## config.mk

```make
export PLATFORM = sky130hd
export DESIGN_NAME = temp_sensor_serial_slave
export DESIGN_NICKNAME = d
export VERILOG_FILES = /design/src/thermal_pkg.sv /design/src/line_sync.sv /design/src/conv_timer.sv /design/src/temp_sensor_serial_slave.sv
export SDC_FILE = /design/constraint.sdc
export NUM_CORES = 1
export LEC_CHECK = 0
export BUFFER_PORTS_ARGS = -buffer_cell sky130_fd_sc_hd__buf_2
export CAP_MARGIN = 20
export CORE_UTILIZATION = 54
export CTS_CLUSTER_SIZE = 30
export DETAILED_ROUTE_END_ITERATION = 16
export PLACE_DENSITY = 0.76
export SLEW_MARGIN = 20
export SYNTH_ARGS = -nofsm -noshare
export SYNTH_HDL_FRONTEND = slang
export SYNTH_SLANG_ARGS = --single-unit
```

## constraint.sdc

```tcl
create_clock -name i_clk -period 2.05 [get_ports i_clk]
set_input_delay 0.41 -clock i_clk [delete_from_list [all_inputs] [get_ports i_clk]]
set_output_delay 0.41 -clock i_clk [all_outputs]
set_load 0.05 [all_outputs]
```

## src/thermal_pkg.sv

```systemverilog
// Constants shared by the thermal sensor serial slave and its helpers.
// Assumes a 25 MHz system clock; all timing counts derive from it.
package thermal_pkg;
  // System clock rate in Hz
  localparam int CLK_HZ = 25000000;
  // Default seven-bit slave address, binary 1001 101
  localparam logic [6:0] DEFAULT_ADDR = 7'h4D;
  // Command codes selecting the target register
  localparam logic [7:0] CMD_TEMP = 8'h00;
  localparam logic [7:0] CMD_CONFIG = 8'h01;
  // Configuration byte field positions
  localparam int CFG_STANDBY_BIT = 7;
  localparam int CFG_READY_BIT = 6;
  // Reset values
  localparam logic [7:0] TEMP_RESET = 8'h00;
  localparam logic [7:0] CMD_RESET = 8'h00;
  // Longest time from power-on to first ready result, in ms
  localparam int FIRST_CONV_MS = 250;
  // Cycles in that time, rounded down
  localparam int FIRST_CONV_CYCLES = (CLK_HZ / 1000) * FIRST_CONV_MS;
  // Nominal conversion period, in ms (eight samples per second)
  localparam int CONV_PERIOD_MS = 125;
  localparam int CONV_PERIOD_CYCLES = (CLK_HZ / 1000) * CONV_PERIOD_MS;
  // Counter width for the conversion timer
  localparam int CONV_CNT_W = 24;
  // Bits per serial byte
  localparam logic [3:0] BYTE_BITS = 4'h8;
endpackage : thermal_pkg

```

## src/line_sync.sv

```systemverilog
// Two-flop synchroniser for one asynchronous pin level.
// Assumes the pin is quiet long enough for two flops to settle it.
`timescale 1ns/100ps
`default_nettype none
module line_sync (
  input wire logic i_clk,
  input wire logic i_reset,
  input wire logic i_async,
  output logic o_sync
);
  // First stage is read only by the second stage
  logic meta_reg;

  // Idle bus level is high, so both stages reset to one
  always_ff @(posedge i_clk) begin
    if (i_reset) begin
      meta_reg <= 1'b1;
      o_sync <= 1'b1;
    end else begin
      meta_reg <= i_async;
      o_sync <= meta_reg;
    end
  end
endmodule // line_sync
`default_nettype wire

```

## src/conv_timer.sv

```systemverilog
// Conversion timer: issues a one-cycle sample strobe each period.
// Assumes standby is a synchronous level from the same clock.
`timescale 1ns/100ps
`default_nettype none
module conv_timer #(
  parameter int FIRST_CYCLES = thermal_pkg::FIRST_CONV_CYCLES,
  parameter int PERIOD_CYCLES = thermal_pkg::CONV_PERIOD_CYCLES
) (
  input wire logic i_clk,
  input wire logic i_reset,
  input wire logic i_standby,
  output logic o_sample
);
  // Cycles left until the next conversion completes
  logic [thermal_pkg::CONV_CNT_W-1:0] count_reg;
  wire count_zero = (count_reg == '0);

  // Counter halts in standby so no new sample is produced
  always_ff @(posedge i_clk) begin
    if (i_reset) begin
      count_reg <= thermal_pkg::CONV_CNT_W'(FIRST_CYCLES - 1);
      o_sample <= 1'b0;
    end else if (i_standby) begin
      o_sample <= 1'b0;
    end else if (count_zero) begin
      count_reg <= thermal_pkg::CONV_CNT_W'(PERIOD_CYCLES - 1);
      o_sample <= 1'b1;
    end else begin
      count_reg <= count_reg - 1'b1;
      o_sample <= 1'b0;
    end
  end
endmodule // conv_timer
`default_nettype wire

```

## src/temp_sensor_serial_slave.sv

```systemverilog
// Thermal sensor core with a two-wire serial slave port.
// Assumes the host master drives the serial clock and pull-ups on both lines.
`timescale 1ns/100ps
`default_nettype none
module temp_sensor_serial_slave #(
  parameter logic [6:0] SLAVE_ADDR = thermal_pkg::DEFAULT_ADDR,
  parameter int FIRST_CYCLES = thermal_pkg::FIRST_CONV_CYCLES,
  parameter int PERIOD_CYCLES = thermal_pkg::CONV_PERIOD_CYCLES
) (
  input wire logic i_clk,
  input wire logic i_reset,
  input wire logic i_scl,
  input wire logic i_sda,
  input wire logic [7:0] i_sensor_temp,
  output logic o_sda_out,
  output logic o_sda_oe,
  output logic o_standby,
  output logic o_data_ready,
  output logic [7:0] o_temp
);
  // Serial engine states
  typedef enum logic [2:0] {
    ST_IDLE, ST_ADDR, ST_ACK, ST_RXBYTE, ST_TXBYTE, ST_TXACK, ST_IGNORE
  } bus_state_t;

  // Synchronised pin levels and their previous samples
  logic scl_s, sda_s, scl_d_reg, sda_d_reg;
  line_sync u_sync_scl (.i_clk(i_clk), .i_reset(i_reset), .i_async(i_scl), .o_sync(scl_s));
  line_sync u_sync_sda (.i_clk(i_clk), .i_reset(i_reset), .i_async(i_sda), .o_sync(sda_s));

  // Conversion strobe from the timer
  logic sample;
  conv_timer #(
    .FIRST_CYCLES(FIRST_CYCLES),
    .PERIOD_CYCLES(PERIOD_CYCLES)
  ) u_timer (
    .i_clk(i_clk),
    .i_reset(i_reset),
    .i_standby(o_standby),
    .o_sample(sample)
  );

  // Bus event decode from synchronised levels
  wire scl_rise = scl_s & ~scl_d_reg;
  wire scl_fall = ~scl_s & scl_d_reg;
  wire start_cond = scl_s & scl_d_reg & sda_d_reg & ~sda_s;
  wire stop_cond = scl_s & scl_d_reg & ~sda_d_reg & sda_s;

  // Protocol state
  bus_state_t state_reg, state_next;
  logic [7:0] shift_reg; // Received or transmitted byte
  logic [3:0] bit_cnt_reg; // Clock pulses seen in the current nine-pulse slot
  logic rw_reg; // Direction of the current transfer
  logic cmd_seen_reg; // Command byte already taken this transfer
  logic [7:0] cmd_reg; // Last command byte, kept across transfers
  logic ack_master_reg; // Host acknowledged the last read byte
  logic sda_oe_next; // Next level of the data-line pull-down

  // Pulse number of the acknowledge clock, one past the last data bit
  wire [3:0] ack_slot = thermal_pkg::BYTE_BITS + 4'h1;
  // Idle and ignore only watch for start and stop; other states count pulses
  wire active = (state_reg != ST_IDLE) && (state_reg != ST_IGNORE);
  // Either acknowledge slot: ours after a received byte, the host's after a sent one
  wire in_ack = (state_reg == ST_ACK) || (state_reg == ST_TXACK);
  // States that shift the data line in on each rising clock
  wire rx_state = (state_reg == ST_ADDR) || (state_reg == ST_RXBYTE);
  // Byte just completed, including the bit sampled at this rising edge
  wire [7:0] rx_byte = {shift_reg[6:0], sda_s};
  wire byte_done = scl_rise && active && !in_ack
                   && (bit_cnt_reg == thermal_pkg::BYTE_BITS - 4'h1);
  // Fall after the eighth bit opens the acknowledge slot
  wire ack_open = scl_fall && in_ack && (bit_cnt_reg == thermal_pkg::BYTE_BITS);
  // Fall after the ninth pulse closes it and starts the next byte
  wire ack_close = scl_fall && in_ack && (bit_cnt_reg == ack_slot);
  // Falls inside a sent byte move the next bit onto the line
  wire tx_shift = scl_fall && (state_reg == ST_TXBYTE) && (bit_cnt_reg != 4'h0)
                  && (bit_cnt_reg < thermal_pkg::BYTE_BITS);
  // Another byte goes out after a read address, or after a host acknowledge
  wire tx_next = ack_close && ((state_reg == ST_ACK) ? rw_reg : ack_master_reg);
  wire addr_match = (rx_byte[7:1] == SLAVE_ADDR);
  wire sel_config = (cmd_reg == thermal_pkg::CMD_CONFIG);
  // Config byte read view: standby switch and ready flag, rest zero
  wire [7:0] config_view = {o_standby, o_data_ready, 6'h00};
  // Stored register is returned, never the live converter input
  wire [7:0] read_data = sel_config ? config_view : o_temp;
  wire rx_data_byte = byte_done && (state_reg == ST_RXBYTE) && cmd_seen_reg;
  wire cfg_write = rx_data_byte && sel_config;

  // Next-state decode of the serial engine
  always_comb begin
    state_next = state_reg;
    unique case (state_reg)
      ST_IDLE: state_next = ST_IDLE;
      ST_ADDR: begin
        if (byte_done) begin
          state_next = addr_match ? ST_ACK : ST_IGNORE;
        end
      end
      ST_ACK: begin
        // Leave only after the whole ninth pulse, not at the eighth fall
        if (ack_close) begin
          state_next = rw_reg ? ST_TXBYTE : ST_RXBYTE;
        end
      end
      ST_RXBYTE: begin
        if (byte_done) begin
          state_next = ST_ACK;
        end
      end
      ST_TXBYTE: begin
        if (byte_done) begin
          state_next = ST_TXACK;
        end
      end
      ST_TXACK: begin
        // A missing host acknowledge ends the read; wait for stop
        if (ack_close) begin
          state_next = ack_master_reg ? ST_TXBYTE : ST_IGNORE;
        end
      end
      ST_IGNORE: state_next = ST_IGNORE;
    endcase
    // Start and stop override any state
    if (start_cond) begin
      state_next = ST_ADDR;
    end else if (stop_cond) begin
      state_next = ST_IDLE;
    end
  end

  // Pin history for edge detection
  always_ff @(posedge i_clk) begin
    if (i_reset) begin
      scl_d_reg <= 1'b1;
      sda_d_reg <= 1'b1;
    end else begin
      scl_d_reg <= scl_s;
      sda_d_reg <= sda_s;
    end
  end

  // State register; port runs regardless of standby
  always_ff @(posedge i_clk) begin
    if (i_reset) begin
      state_reg <= ST_IDLE;
    end else begin
      state_reg <= state_next;
    end
  end

  // Bit counter and shifter: sample on rising, shift out on falling
  // The counter runs one to nine so the acknowledge pulse has its own slot
  always_ff @(posedge i_clk) begin
    if (i_reset) begin
      shift_reg <= 8'h00;
      bit_cnt_reg <= 4'h0;
    end else if (start_cond) begin
      bit_cnt_reg <= 4'h0;
    end else if (ack_close) begin
      // Loaded every time; only a sent byte uses it, a received one shifts over it
      bit_cnt_reg <= 4'h0;
      shift_reg <= read_data;
    end else if (tx_shift) begin
      shift_reg <= {shift_reg[6:0], 1'b0};
    end else if (scl_rise && active && (bit_cnt_reg != ack_slot)) begin
      bit_cnt_reg <= bit_cnt_reg + 4'h1;
      if (rx_state) begin
        shift_reg <= rx_byte;
      end
    end
  end

  // Transfer bookkeeping: direction, command capture, host acknowledge
  always_ff @(posedge i_clk) begin
    if (i_reset) begin
      rw_reg <= 1'b0;
      cmd_seen_reg <= 1'b0;
      cmd_reg <= thermal_pkg::CMD_RESET;
      ack_master_reg <= 1'b0;
    end else begin
      if (start_cond) begin
        cmd_seen_reg <= 1'b0;
      end
      if (byte_done && state_reg == ST_ADDR) begin
        rw_reg <= rx_byte[0];
      end
      if (byte_done && state_reg == ST_RXBYTE && !cmd_seen_reg) begin
        cmd_reg <= rx_byte;
        cmd_seen_reg <= 1'b1;
      end
      // Host answer is sampled on the ninth rising clock only
      if (scl_rise && state_reg == ST_TXACK && bit_cnt_reg == thermal_pkg::BYTE_BITS) begin
        ack_master_reg <= ~sda_s;
      end
    end
  end

  // Data line drive: low for acknowledge or a zero data bit, else released
  // Changes follow a clock fall, apart from the release on start or stop, so the device never makes a false start or stop
  always_comb begin
    sda_oe_next = o_sda_oe;
    if (start_cond || stop_cond) begin
      sda_oe_next = 1'b0;
    end else if (ack_open) begin
      // Our slot pulls low; the host's slot is left released for its answer
      sda_oe_next = (state_reg == ST_ACK);
    end else if (ack_close) begin
      // Ack released; first bit of a read byte goes out at once
      sda_oe_next = tx_next && !read_data[7];
    end else if (tx_shift) begin
      sda_oe_next = !shift_reg[6];
    end
  end

  // Open-drain output: the level driven is always low
  always_ff @(posedge i_clk) begin
    if (i_reset) begin
      o_sda_oe <= 1'b0;
      o_sda_out <= 1'b0;
    end else begin
      o_sda_oe <= sda_oe_next;
      o_sda_out <= 1'b0;
    end
  end

  // Configuration: host writes the standby switch via the serial port
  always_ff @(posedge i_clk) begin
    if (i_reset) begin
      o_standby <= 1'b0;
    end else if (cfg_write) begin
      o_standby <= rx_byte[thermal_pkg::CFG_STANDBY_BIT];
    end
  end

  // Temperature store: whole byte updates only on a conversion strobe
  always_ff @(posedge i_clk) begin
    if (i_reset) begin
      o_temp <= thermal_pkg::TEMP_RESET;
      o_data_ready <= 1'b0;
    end else if (sample && !o_standby) begin
      o_temp <= i_sensor_temp;
      o_data_ready <= 1'b1;
    end
  end
endmodule // temp_sensor_serial_slave
`default_nettype wire

```

### Word-level counts from Yosys, hierarchy flattened

Cells that the tools add are included.
W data, S select, Z words.

* register bits: 67
* logic and storage cells: 128

* add/sub/neg operators: 2
* $lt $le $gt $ge: 1
* eq/ne operators: 23
* multiplexer cells: 24
* bitwise gates (word level): 13
* reduce and logical (&&, ||, !) cells: 45

Operator list (count)
* $mux W7: 4
* $logic_not A24 Y1: 1
* $mux W24: 1
* $ne A4 B4 Y1 const B: 6
* $sub A24 B1 Y24 const B: 1
* $logic_and A1 B1 Y1: 21
* $mux W3: 7
* $pmux W3 S7: 1
* $reduce_bool A3 Y1: 4
* $ne A2 B2 Y1 const B: 5
* $reduce_and A5 Y1: 2
* $eq A3 B3 Y1 const B: 3
* $mux W1: 9
* $eq A4 B4 Y1 const B: 2
* $eq A8 B1 Y1 const B: 1
* $mux W8: 1
* $and A1 B1 Y1: 7
* $eq A7 B7 Y1 const B: 1
* $eq A3 B2 Y1 const B: 2
* $not A1 Y1: 6
* $reduce_or A3 Y1: 2
* $logic_not A1 Y1: 5
* $add A4 B1 Y4 const B: 1
* $eq A4 B3 Y1 const B: 1
* 11 further kinds: 14

### Logic depth before layout (Yosys ltp)

Gate-level depths: netlist (run 1).

* depth after elaboration: 9
* depth in mapped cells: 8

### Hierarchy

A second synthesis (run 1) with hierarchy kept.

* cell total of the unflattened synthesis: 382
* area, all modules: 3319.4 um^2

By module, submodules not included
* temp_sensor_serial_slave: instances 1, cells each 233, area an instance 1986.9 um^2
* conv_timer: instances 1, cells each 141, area an instance 1227.4 um^2
* line_sync: instances 2, cells each 4, area an instance 52.6 um^2

### Worst setup path before layout (run 1)

OpenSTA, ideal clock, no wires.

* kind: register -> register
* start point: register bit_cnt_reg[0]
* end point: register cmd_reg[0]
* library setup time: 0.128 ns
* arrival: 1.817 ns
* slack: 0.106 ns
* cell stages (with the launch flop): 8
* path buffers: 1
* cells stage by stage: dfxtp_1 ha_1 nand3b_1 or4_1 or3_1 buf_2 mux2i_1 nor2_1

* cells in the longest elaborated chain, start to end: 4

Ends and longest elaborated chain
* from (decl): RTL line temp_sensor_serial_slave.sv:52 `logic [3:0] bit_cnt_reg;`
* from (signal assigned): RTL line temp_sensor_serial_slave.sv:166 `bit_cnt_reg <= bit_cnt_reg + 4'h1;`
* $eq A4 B3 Y1: RTL line temp_sensor_serial_slave.sv:70 `&& (bit_cnt_reg == thermal_pkg::BYTE_BITS - 4'h1);`
* $logic_and A1 B1 Y1: RTL line temp_sensor_serial_slave.sv:70
* $logic_and A1 B1 Y1 (2 in a row): RTL line temp_sensor_serial_slave.sv:187 `if (byte_done && state_reg == ST_RXBYTE && !cmd_seen_reg) begin`
* to (signal assigned): RTL line temp_sensor_serial_slave.sv:178 `cmd_reg <= thermal_pkg::CMD_RESET;`
* to (signal assigned): RTL line temp_sensor_serial_slave.sv:188 `cmd_reg <= rx_byte;`
* to (decl): RTL line temp_sensor_serial_slave.sv:55 `logic [7:0] cmd_reg;`

No other way between the ends.
A chain may end at the register's enable or synchronous reset.

### Worst setup path after layout (run 1)

* start point: register u_timer.count_reg[10] (netlist name)
* end point: register u_timer.count_reg[22] (netlist name)

* cells in the longest elaborated chain, start to end: 2

Ends and longest elaborated chain
* from (decl): RTL line conv_timer.sv:15 `logic [thermal_pkg::CONV_CNT_W-1:0] count_reg;`
* from (signal assigned): RTL line conv_timer.sv:21 `count_reg <= thermal_pkg::CONV_CNT_W'(FIRST_CYCLES - 1);`
* from (signal assigned): RTL line conv_timer.sv:26 `count_reg <= thermal_pkg::CONV_CNT_W'(PERIOD_CYCLES - 1);`
* from (signal assigned): RTL line conv_timer.sv:29 `count_reg <= count_reg - 1'b1;`
* $sub A24 B1 Y24 or $logic_not A24 Y1 (tied branches): RTL line conv_timer.sv:29, conv_timer.sv:16
* $mux W24 (*): RTL line conv_timer.sv:25 `end else if (count_zero) begin`

Every way passes the cells marked *; elsewhere a longest branch is shown, timed or not.

==> flow_summary.toml, run 1 <==
[die]
die_w_um = 78.2
start_util_pct = 56.7
io_pins = 24
core_sq_mm = 0.00554
dieArea_sq_mm = 0.00612
die_h_um = 78.2
rows = 27

[global_routing]
use_met1_pct = 29.5
grt_pass1_wl_um = 11600
grt_pass1_vias = 2508
antenna_found_initial = 0
grt-ovfl-total = 0
grt_max_degree = 43
top_usage_layer = "met2"
grtUsageMet3_pct = 5.47
grt_usage_pct = 24.1
grt_use_met2_pct = 41.3

[logic_synthesis]
yosysMostFrequentCell = "dfxtp_1"
synth-async-reset-ratio_pct = 0
synthFlopType = "dfxtp_1"
yosysWarnings = 0
syn_nets = 382
syn_area_per_cell_sq_um = 8.60
synth-seq-cells = 67
synthSimpleGateAreaFrac_pct = 28.9
synth_edf_count = 0
seq_area_frac_synth_pct = 42.7
netlist_instances = 365
synth_mux_area_share_pct = 4.26
syn_area_sq_mm = 0.00314
yosysTopAreaCell = "dfxtp_1"
synth-xor-area-share_pct = 7.25
synthAdderAreaFrac_pct = 1.99
synth_top_area_share_pct = 42.7
synth_compound_area_share_pct = 11.0
synth_area_leaders = "dfxtp_1 (43%), nand2_1 (5.5%), nor2_1 (4.7%)"
synth_top_family_by_area = "simple AND/OR/NAND/NOR gates"
synth_commonest_cells = "dfxtp_1 (67), nand2_1 (46), nor2_1 (39), a21oi_1 (22), nand3_1 (17)"
synth.distinct_cells = 49

[timing]
final_hold_viol_count = 0
period_minus_slack_ps = 1960
tightest_slew_ps = 553
rsz0062_at_grt = "false"
slew_violations = 0
tns_ps = 0
period_share_pct = 95.7
setup_viol = 0
slew_headroom_pct = 63.1
holdWs_ps = 247
timing.fmax_mhz = 510
fin_skew_ps = 13.5

[worst_setup_path]
criticalPathCategory = "reg -> reg"
end_kind = "register"
reg2reg_to = "u_timer.count_reg[22]"
path_cells = "or4_4 -> nor4_4 -> nand3_2 -> or4b_1 -> nand3_1"
start_kind = "register"
slowest_delay_ps = 560
critPathArrivalTime_ps = 2260
timing.rr.start = "u_timer.count_reg[10]"
reg2reg_depth = 5
worstPathMaxFanout = 4
r2r_slack_ps = 90
critPathRequiredTime_ps = 2350
cp_slowest_cell = "or4_4"

[pwr]
peakVddDrop_v = 0.000477
power.leakage_uw = 0.00144
p_total_uw = 2580
power_density_mw_per_mm2 = 707

[finish]
final_nets = 419
n_fill_cell = 444
largest_reg_flops = 24
drive_gt1_share_pct = 19.9
antenna_cells = 0
final_cell_area_sq_mm = 0.00366
syn_to_final_growth_pct = 16.5

[route]
vias_per_cell = 5.61
postRouteAntennaNets = 0
wl_per_cell_um = 14.2
routed_wl_um = 6790
firstDrtPassIters = 4
drc_errors = 0
num_vias = 2687
drt-initial-drc-count = 221

[place]
numPortBuffers = 22
place.gp.congestion = 0.887
placed_area_sq_mm = 0.00342
dp_hpwl_um = 4710

[clocking]
cts_tree = "done"
clk_pin_slew_ps = 80
cts-root-buf = "clkbuf_8"
ctsLongestPathBuffers = 2
clock_latency_ps = 350
cts_hold_buf = 0
cts_buffers = 9
numClockSinks = 67
h-tree-depth = 3

[hold_path]
holdPathEnd = "u_sync_sda.meta_reg"
hold_depth = 2
hold_class = "in -> reg"
min_from = "i_sda"

[run]
maxCapViolCount = 0

[run_status]
status = "completed"
## cells by family after synthesis
logic type,Yosys count
flops,67
simple gates,170
compound gates,53
xor+xnor,26
mux,13
fa+ha+maj,5
buf+inv,30
other cells,1
## placed cells by master, fill, tap and decap left out, types with 3 or more instances in the layout
cell      Yosys  routed
dfxtp_1      67      64
nand2_1      46      46
nor2_1       39      39
a21oi_1      22      22
buf_2         2      22
buf_4         1      21
nand3_1      17      17
xor2_1       14      14
inv_1        12      12
xnor2_1      12      12
nor4_1       12      12
clkbuf_8      0      11
mux2i_1      10       9
o21ai_0       7       7
nand4_1       7       7
or2_2         6       6
nor3_1        6       6
a311oi_1      6       6
nand3b_1      5       5
nand2b_1      5       5
ha_1          5       5
nor2b_1       4       4
a21o_1        4       4
o211ai_1      3       3
mux2_2        3       3
or4_4         2       3
or3_1         3       3
dfxtp_2       0       3
## metal layers
metal / share of wire [%] / routed length (um) / up-vias
met1: 46 / 3100 / 1260
met5: 0 / 0 / -
met3: 4.2 / 284 / 13
li1: - / - / 1356
met4: 1.9 / 131 / 0
met2: 48 / 3270 / 58
## metrics by stage
| step | setup slack (ps) | util (%) | instances |
|---|---|---|---|
| 6_report | 88.3 | 66.0 | 479 |
| 5_1_grt | 3.47 | 66.0 | 479 |
| 4_1_cts | 5.11 | 65.5 | 477 |
| 3_5_place_dp | 13.0 | 61.7 | 461 |
| 3_3_place_gp | 82.0 | 61.7 | 461 |
| 2_1_floorplan | 106 | - | 365 |
## worst max-delay path, delay by kind of cell (launching register included)
| family | cells | cell delay (ps) |
|---|---|---|
| flops | 1 | 350 |
| simple gates | 5 | 1560 |
## layout make-up
type | count | area, sq um | area share [%]
well taps | 72 | 90.1 | 2.46
flip-flops and latches | 67 | 1350 | 36.8
multi-input cells | 268 | 1690 | 46.1
clock buffers | 11 | 151 | 4.14
clock inverters | 5 | 60.1 | 1.64
repair buffers | 44 | 279 | 7.63
inverters | 12 | 45.0 | 1.23
## worst max path at each step
stage | from | to | slack [ps] | cells after the start
after global placement | bit_cnt_reg[1] | cmd_reg[7] | 80 | 7
after global routing | bit_cnt_reg[1] | cmd_reg[7] | 3 | 7
after detailed placement | bit_cnt_reg[1] | cmd_reg[3] | 10 | 7
final | u_timer.count_reg[10] | u_timer.count_reg[22] | 90 | 5
after CTS | bit_cnt_reg[1] | cmd_reg[3] | 5 | 7
after floorplan | bit_cnt_reg[0] | cmd_reg[0] | 110 | 7
## where the power goes
part	total (uW)	internal [uW]	leakage, uW	switching (uW)
Sequential	1320	1310	0.000543	11.9
Combinational	90.2	34.2	0.000790	55.9
Clock	1170	632	0.000106	537
Total	2580	1980	0.00144	605
## what timing repair did
action,in CTS,in global routing
buffers inserted,0,2
endpoints found under the setup margin,0,10
gates resized for setup,0,6
(Power assumes the default switching activity.)
==> run 2, diff against run 1 <==
--- a/config.mk
+++ b/config.mk
@@ -5,12 +5,13 @@
 export SDC_FILE = /design/constraint.sdc
 export NUM_CORES = 1
 export LEC_CHECK = 0
+export ABC_AREA = 1
 export BUFFER_PORTS_ARGS = -buffer_cell sky130_fd_sc_hd__buf_2
 export CAP_MARGIN = 20
 export CORE_UTILIZATION = 54
 export CTS_CLUSTER_SIZE = 30
 export DETAILED_ROUTE_END_ITERATION = 16
-export PLACE_DENSITY = 0.76
+export PLACE_DENSITY = 0.75
 export SLEW_MARGIN = 20
 export SYNTH_ARGS = -nofsm -noshare
 export SYNTH_HDL_FRONTEND = slang
==> flow_summary.toml, run 2 <==
[clocking]
cts_hold_buf = 0
numClockSinks = 67
cts_setup_buffers = 0
clk_pin_slew_ps = 80
ctsResizeCount = 0
cts_tree = "done"
clock_latency_ps = 350
cts-root-buf = "clkbuf_8"
cts_buffers = 9
ctsLongestPathBuffers = 2
h-tree-depth = 3

[logic_synthesis]
yosysWarnings = 0
synthSimpleGateAreaFrac_pct = 34.1
synth-xor-area-share_pct = 2.63
synth_mux_area_share_pct = 0
yosysMostFrequentCell = "nor2_1"
synth_area_leaders = "dfxtp_1 (40%), nor2_1 (10%), nand2_1 (9.9%)"
netlist_instances = 482
synth.distinct_cells = 40
synthFlopType = "dfxtp_1"
synth_top_family_by_area = "simple AND/OR/NAND/NOR gates"
syn_area_per_cell_sq_um = 6.92
seq_area_frac_synth_pct = 40.2
synth_commonest_cells = "nor2_1 (90), nand2_1 (88), dfxtp_1 (67), inv_1 (64), nand3_1 (29)"
synth-seq-cells = 67
yosysTopAreaCell = "dfxtp_1"
synthAdderAreaFrac_pct = 1.88
syn_nets = 499
synth_top_area_share_pct = 40.2
syn_area_sq_mm = 0.00333
synth_edf_count = 0
synth_compound_area_share_pct = 11.6
synth-async-reset-ratio_pct = 0

[timing]
period_minus_slack_ps = 1680
tns_ps = 0
final_hold_viol_count = 0
rsz0062_at_grt = "false"
slew_headroom_pct = 58.7
tightest_slew_ps = 619
period_share_pct = 82.1
timing.fmax_mhz = 594
setup_viol = 0
slew_violations = 0
finalWorstSetupSlack_ps = 368
fin_skew_ps = 10.7

[die]
die_w_um = 80.6
io_pins = 24
start_util_pct = 56.0
rows = 28
die_h_um = 80.6
core_sq_mm = 0.00596
dieArea_sq_mm = 0.00649

[finish]
largest_reg_flops = 24
multi_input_area_sq_mm = 0.00168
final_cell_mix = "nor2_1 (90), nand2_1 (88), dfxtp_1 (67)"
seq_area_sq_mm = 0.00134
final_nets = 530
syn_to_final_growth_pct = 13.1
n_fill_cell = 564
fin_cells = 593
mostFrequentLayoutCell = "nor2_1"
drive_gt1_share_pct = 15.1
antenna_cells = 0

[pwr]
internal_power_uw = 2180
seq_power_share_pct = 45.3
power_switching_uw = 883
p_sw_share_pct = 28.8
power.leakage_uw = 0.00172
clkPwrFrac_pct = 41.3
power_density_mw_per_mm2 = 812
power_frac_comb_pct = 13.4
peakVddDrop_v = 0.000784

[global_routing]
grt_pass1_vias = 2805
grt_pass1_wl_um = 12100
grt_max_degree = 19
grt-ovfl-total = 0
grt_usage_pct = 24.6
antenna_found_initial = 0

[route]
vias_per_cell = 5.13
postRouteAntennaNets = 0
routed_wl_um = 7250
firstDrtPassIters = 5
drt-initial-drc-count = 220
num_vias = 3043
drc_errors = 0
wl_per_cell_um = 12.2

[worst_setup_path]
reg2reg_depth = 11
worstPathMaxFanout = 14
end_kind = "register"
criticalPathCategory = "reg -> reg"
crit_family = "simple AND/OR/NAND/NOR gates"
critPathArrivalTime_ps = 1940
critPathRequiredTime_ps = 2300
slowest_delay_ps = 330
path_cells = "inv_1 -> ha_1 -> nand3_1 -> inv_1 -> nand3_4 -> nand2_1 -> inv_1 -> o21ai_4 -> nand3_1 -> nand2_1 -> nor2_1"
r2r_slack_ps = 370
crit_path_frequent_cell = "inv_1"
reg2reg_to = "shift_reg[1]"
cp_num_buf_inv = 3
cp_slowest_cell = "dfxtp_1"
start_kind = "register"
timing.rr.start = "bit_cnt_reg[1]"

[hold_path]
hold_class = "in -> reg"
min_from = "i_scl"
holdPathEnd = "u_sync_scl.meta_reg"
hold_depth = 2

[place]
numPortBuffers = 22
dp_hpwl_um = 5500
pre_cts_ws_ps = 389
dp_cells = 577
place.gp.congestion = 0.893

[run]
maxCapViolCount = 0

[run_status]
status = "completed"
-- run 2: cell types whose count changed in the layout (fill, tap and decap cells not counted), sizes merged, moves of 7 or more --
cell / before / now
inv: 13 / 76
nor2: 39 / 96
nand2: 46 / 94
o21ai: 7 / 42
buf: 44 / 28
nand3: 18 / 32
nor4: 14 / 1
xnor2: 12 / 0
mux2i: 10 / 0
a21oi: 22 / 15
-- run 2: kinds of logic after synthesis --
group / count (synthesis)
and+or+nand+nor: 251
buffers and inverters: 80
AOI/OAI and AO/OA: 68
DFF: 67
xor gates and xnor gates: 10
adders and majority gates: 5
other: 1
-- run 2: power by group through the flow --
stage	logic [uW]	registers, uW	clock network (uW)
floorplan	329	1410	0
global placement	399	1410	0
detailed placement	404	1420	0
CTS	406	1390	1290
global route	473	1390	1370
finish	410	1390	1260
-- run 2: routing by layer --
| layer | GRT usage (%) | vias up | part of all wire, % |
|---|---|---|---|
| li1 | - | 1587 | - |
| met1 | 28.7 | 1355 | 45 |
| met2 | 41.9 | 82 | 48 |
| met3 | 7.50 | 19 | 4.6 |
| met4 | 8.93 | 0 | 2.1 |
| met5 | 0 | - | 0 |
-- run 2: area by class of cell --
| type | count | share of cell area (%) |
|---|---|---|
| clock buffer | 9 | 3.29 |
| clock inverter | 7 | 2.79 |
| inverter | 72 | 7.24 |
| multi-input combinational | 335 | 44.5 |
| sequential | 67 | 35.6 |
| tap | 75 | 2.49 |
| timing repair buffer | 28 | 4.12 |
-- run 2: worst max path at each step --
stage / start / to / cells after the start
6_report: bit_cnt_reg[1] / shift_reg[1] / 11
5_1_grt: bit_cnt_reg[1] / shift_reg[0] / 10
4_1_cts: bit_cnt_reg[0] / shift_reg[1] / 10
3_5_place_dp: bit_cnt_reg[0] / shift_reg[1] / 10
3_3_place_gp: bit_cnt_reg[0] / shift_reg[1] / 10
2_1_floorplan: o_standby / u_timer.count_reg[14] / 10
-- run 2: through the flow --
stage / power, uW / cell area [sq um] / hold slack, ps / utilization [%]
floorplan: 1730 / 3330 / 389 / -
global placement: 1810 / 3540 / 397 / 59.5
detailed placement: 1820 / 3540 / 398 / 59.5
CTS: 3090 / 3770 / 233 / 63.3
global route: 3230 / 3770 / 228 / 63.3
finish: 3060 / 3770 / 247 / 63.3
==> run 3, diff against run 2 <==
--- a/config.mk
+++ b/config.mk
@@ -8,10 +8,10 @@
 export ABC_AREA = 1
 export BUFFER_PORTS_ARGS = -buffer_cell sky130_fd_sc_hd__buf_2
 export CAP_MARGIN = 20
-export CORE_UTILIZATION = 54
+export CORE_UTILIZATION = 60
 export CTS_CLUSTER_SIZE = 30
 export DETAILED_ROUTE_END_ITERATION = 16
-export PLACE_DENSITY = 0.75
+export PLACE_DENSITY = 0.79
 export SLEW_MARGIN = 20
 export SYNTH_ARGS = -nofsm -noshare
 export SYNTH_HDL_FRONTEND = slang
==> constraint.sdc (replaced) <==
create_clock -name i_clk -period 1.7 [get_ports i_clk]
set_input_delay 0.34 -clock i_clk [delete_from_list [all_inputs] [get_ports i_clk]]
set_output_delay 0.34 -clock i_clk [all_outputs]
set_load 0.05 [all_outputs]
==> flow_summary.toml, run 3 (synthesized netlist as in run 2, its figures left out) <==
[global_routing]
grt-ovfl-total = 0
grt_pass1_vias = 2908
grt_pass1_wl_um = 13200
grt_max_degree = 17
grt_usage_pct = 28.7
antenna_found_initial = 0

[route]
routed_wl_um = 7750
drt-initial-drc-count = 212
num_vias = 3112
vias_per_cell = 5.25
postRouteAntennaNets = 0
wl_per_cell_um = 13.1
firstDrtPassIters = 4
drc_errors = 0

[finish]
drive_gt1_share_pct = 18.5
final_nets = 536
n_fill_cell = 442
mostFrequentLayoutCell = "nor2_1"
final_cell_mix = "nor2_1 (87), nand2_1 (85), dfxtp_1 (63)"
largest_reg_flops = 24
fin_cells = 593
syn_to_final_growth_pct = 13.6
antenna_cells = 0

[worst_setup_path]
crit_path_frequent_cell = "nand2_1"
crit_family = "simple AND/OR/NAND/NOR gates"
cp_slowest_cell = "dfxtp_2"
reg2reg_to = "u_timer.count_reg[10]"
slowest_delay_ps = 340
r2r_slack_ps = 90
cp_num_buf_inv = 3
start_kind = "register"
reg2reg_depth = 11
worstPathMaxFanout = 4
critPathRequiredTime_ps = 1940
criticalPathCategory = "reg -> reg"
timing.rr.start = "u_timer.count_reg[0]"
path_cells = "inv_2 -> ha_1 -> nand2_1 -> inv_2 -> nand2_2 -> nor2_4 -> inv_1 -> nor2_2 -> nand2_1 -> xor2_1 -> nand2_1"
critPathArrivalTime_ps = 1850
end_kind = "register"

[timing]
period_share_pct = 94.5
period_minus_slack_ps = 1610
slew_violations = 0
fin_skew_ps = 8.31
setup_viol = 0
timing.fmax_mhz = 623
final_hold_viol_count = 0

[clocking]
cts_tree = "done"
clock_latency_ps = 350
h-tree-depth = 3
numClockSinks = 67
cts_buffers = 9
ctsLongestPathBuffers = 2
clk_pin_slew_ps = 70
cts_hold_buf = 0
cts-root-buf = "clkbuf_8"

[die]
die_w_um = 76.6
rows = 26
start_util_pct = 63.7
dieArea_sq_mm = 0.00586
die_h_um = 76.6
core_sq_mm = 0.00524
io_pins = 24

[pwr]
power_density_mw_per_mm2 = 884
power.leakage_uw = 0.00172
peakVddDrop_v = 0.000699
p_total_uw = 3350

[hold_path]
hold_class = "in -> reg"
holdPathEnd = "u_sync_sda.meta_reg"
min_from = "i_sda"
hold_depth = 2

[place]
place.gp.congestion = 0.967
dp_hpwl_um = 5700
dp_cells = 575
numPortBuffers = 22

[run]
maxCapViolCount = 0

[run_status]
status = "completed"
==> run 3: timing repair <==
action,in CTS,in global routing
gates resized for setup,1,18
hold endpoints to repair,0,0
pin swaps,2,2
buffers inserted,1,2
setup endpoints to repair,1,26
==> run 3: layout make-up <==
class                      count  area (sq um)  share of cell area (%)
multi-input combinational    335          1720                    45.4
sequential                    67          1350                    35.5
inverter                      72           273                    7.20
timing repair buffer          34           200                    5.29
clock buffer                  12           145                    3.83
tap                           70          87.6                    2.31
clock inverter                 3          15.0                   0.396
==> run 3: report_power, final <==
part	leakage (uW)	switching (uW)	internal, uW	total [uW]
combinational	0.00109	359	175	534
sequential	0.000544	57.8	1620	1680
clock	0.0000860	581	554	1140
==> run 3: how the worst max path moves through the flow <==
stage                               startpoint               endpoint  cells after the start
after floorplan                      o_standby  u_timer.count_reg[14]                     10
after CTS                 u_timer.count_reg[1]  u_timer.count_reg[10]                     11
final                     u_timer.count_reg[0]  u_timer.count_reg[10]                     11
after detailed placement  u_timer.count_reg[0]  u_timer.count_reg[10]                     11
after global routing      u_timer.count_reg[0]  u_timer.count_reg[14]                     11
after global placement          bit_cnt_reg[1]           shift_reg[1]                     11
==> run 3: metrics by stage <==
stage          area, sq um  setup TNS (ps)  setup slack (ps)  hold slack [ps]  utilization [%]
5_1_grt               3790           -46.1             -18.5              179             72.3
3_5_place_dp          3560               0              10.0              409             67.9
6_report              3790               0              93.6              173             72.3
4_1_cts               3730               0              10.2              164             71.1
3_3_place_gp          3560               0              88.4              393             67.9
2_1_floorplan         3340               0               167              389                -
==> run 3: routing by layer <==
layer	track usage [%]	wire length (um)	part of all wire, %
met1	37.4	3690	48
met2	45.2	3550	46
met3	7.78	406	5.2
met4	10.6	104	1.3
met5	0	0	0
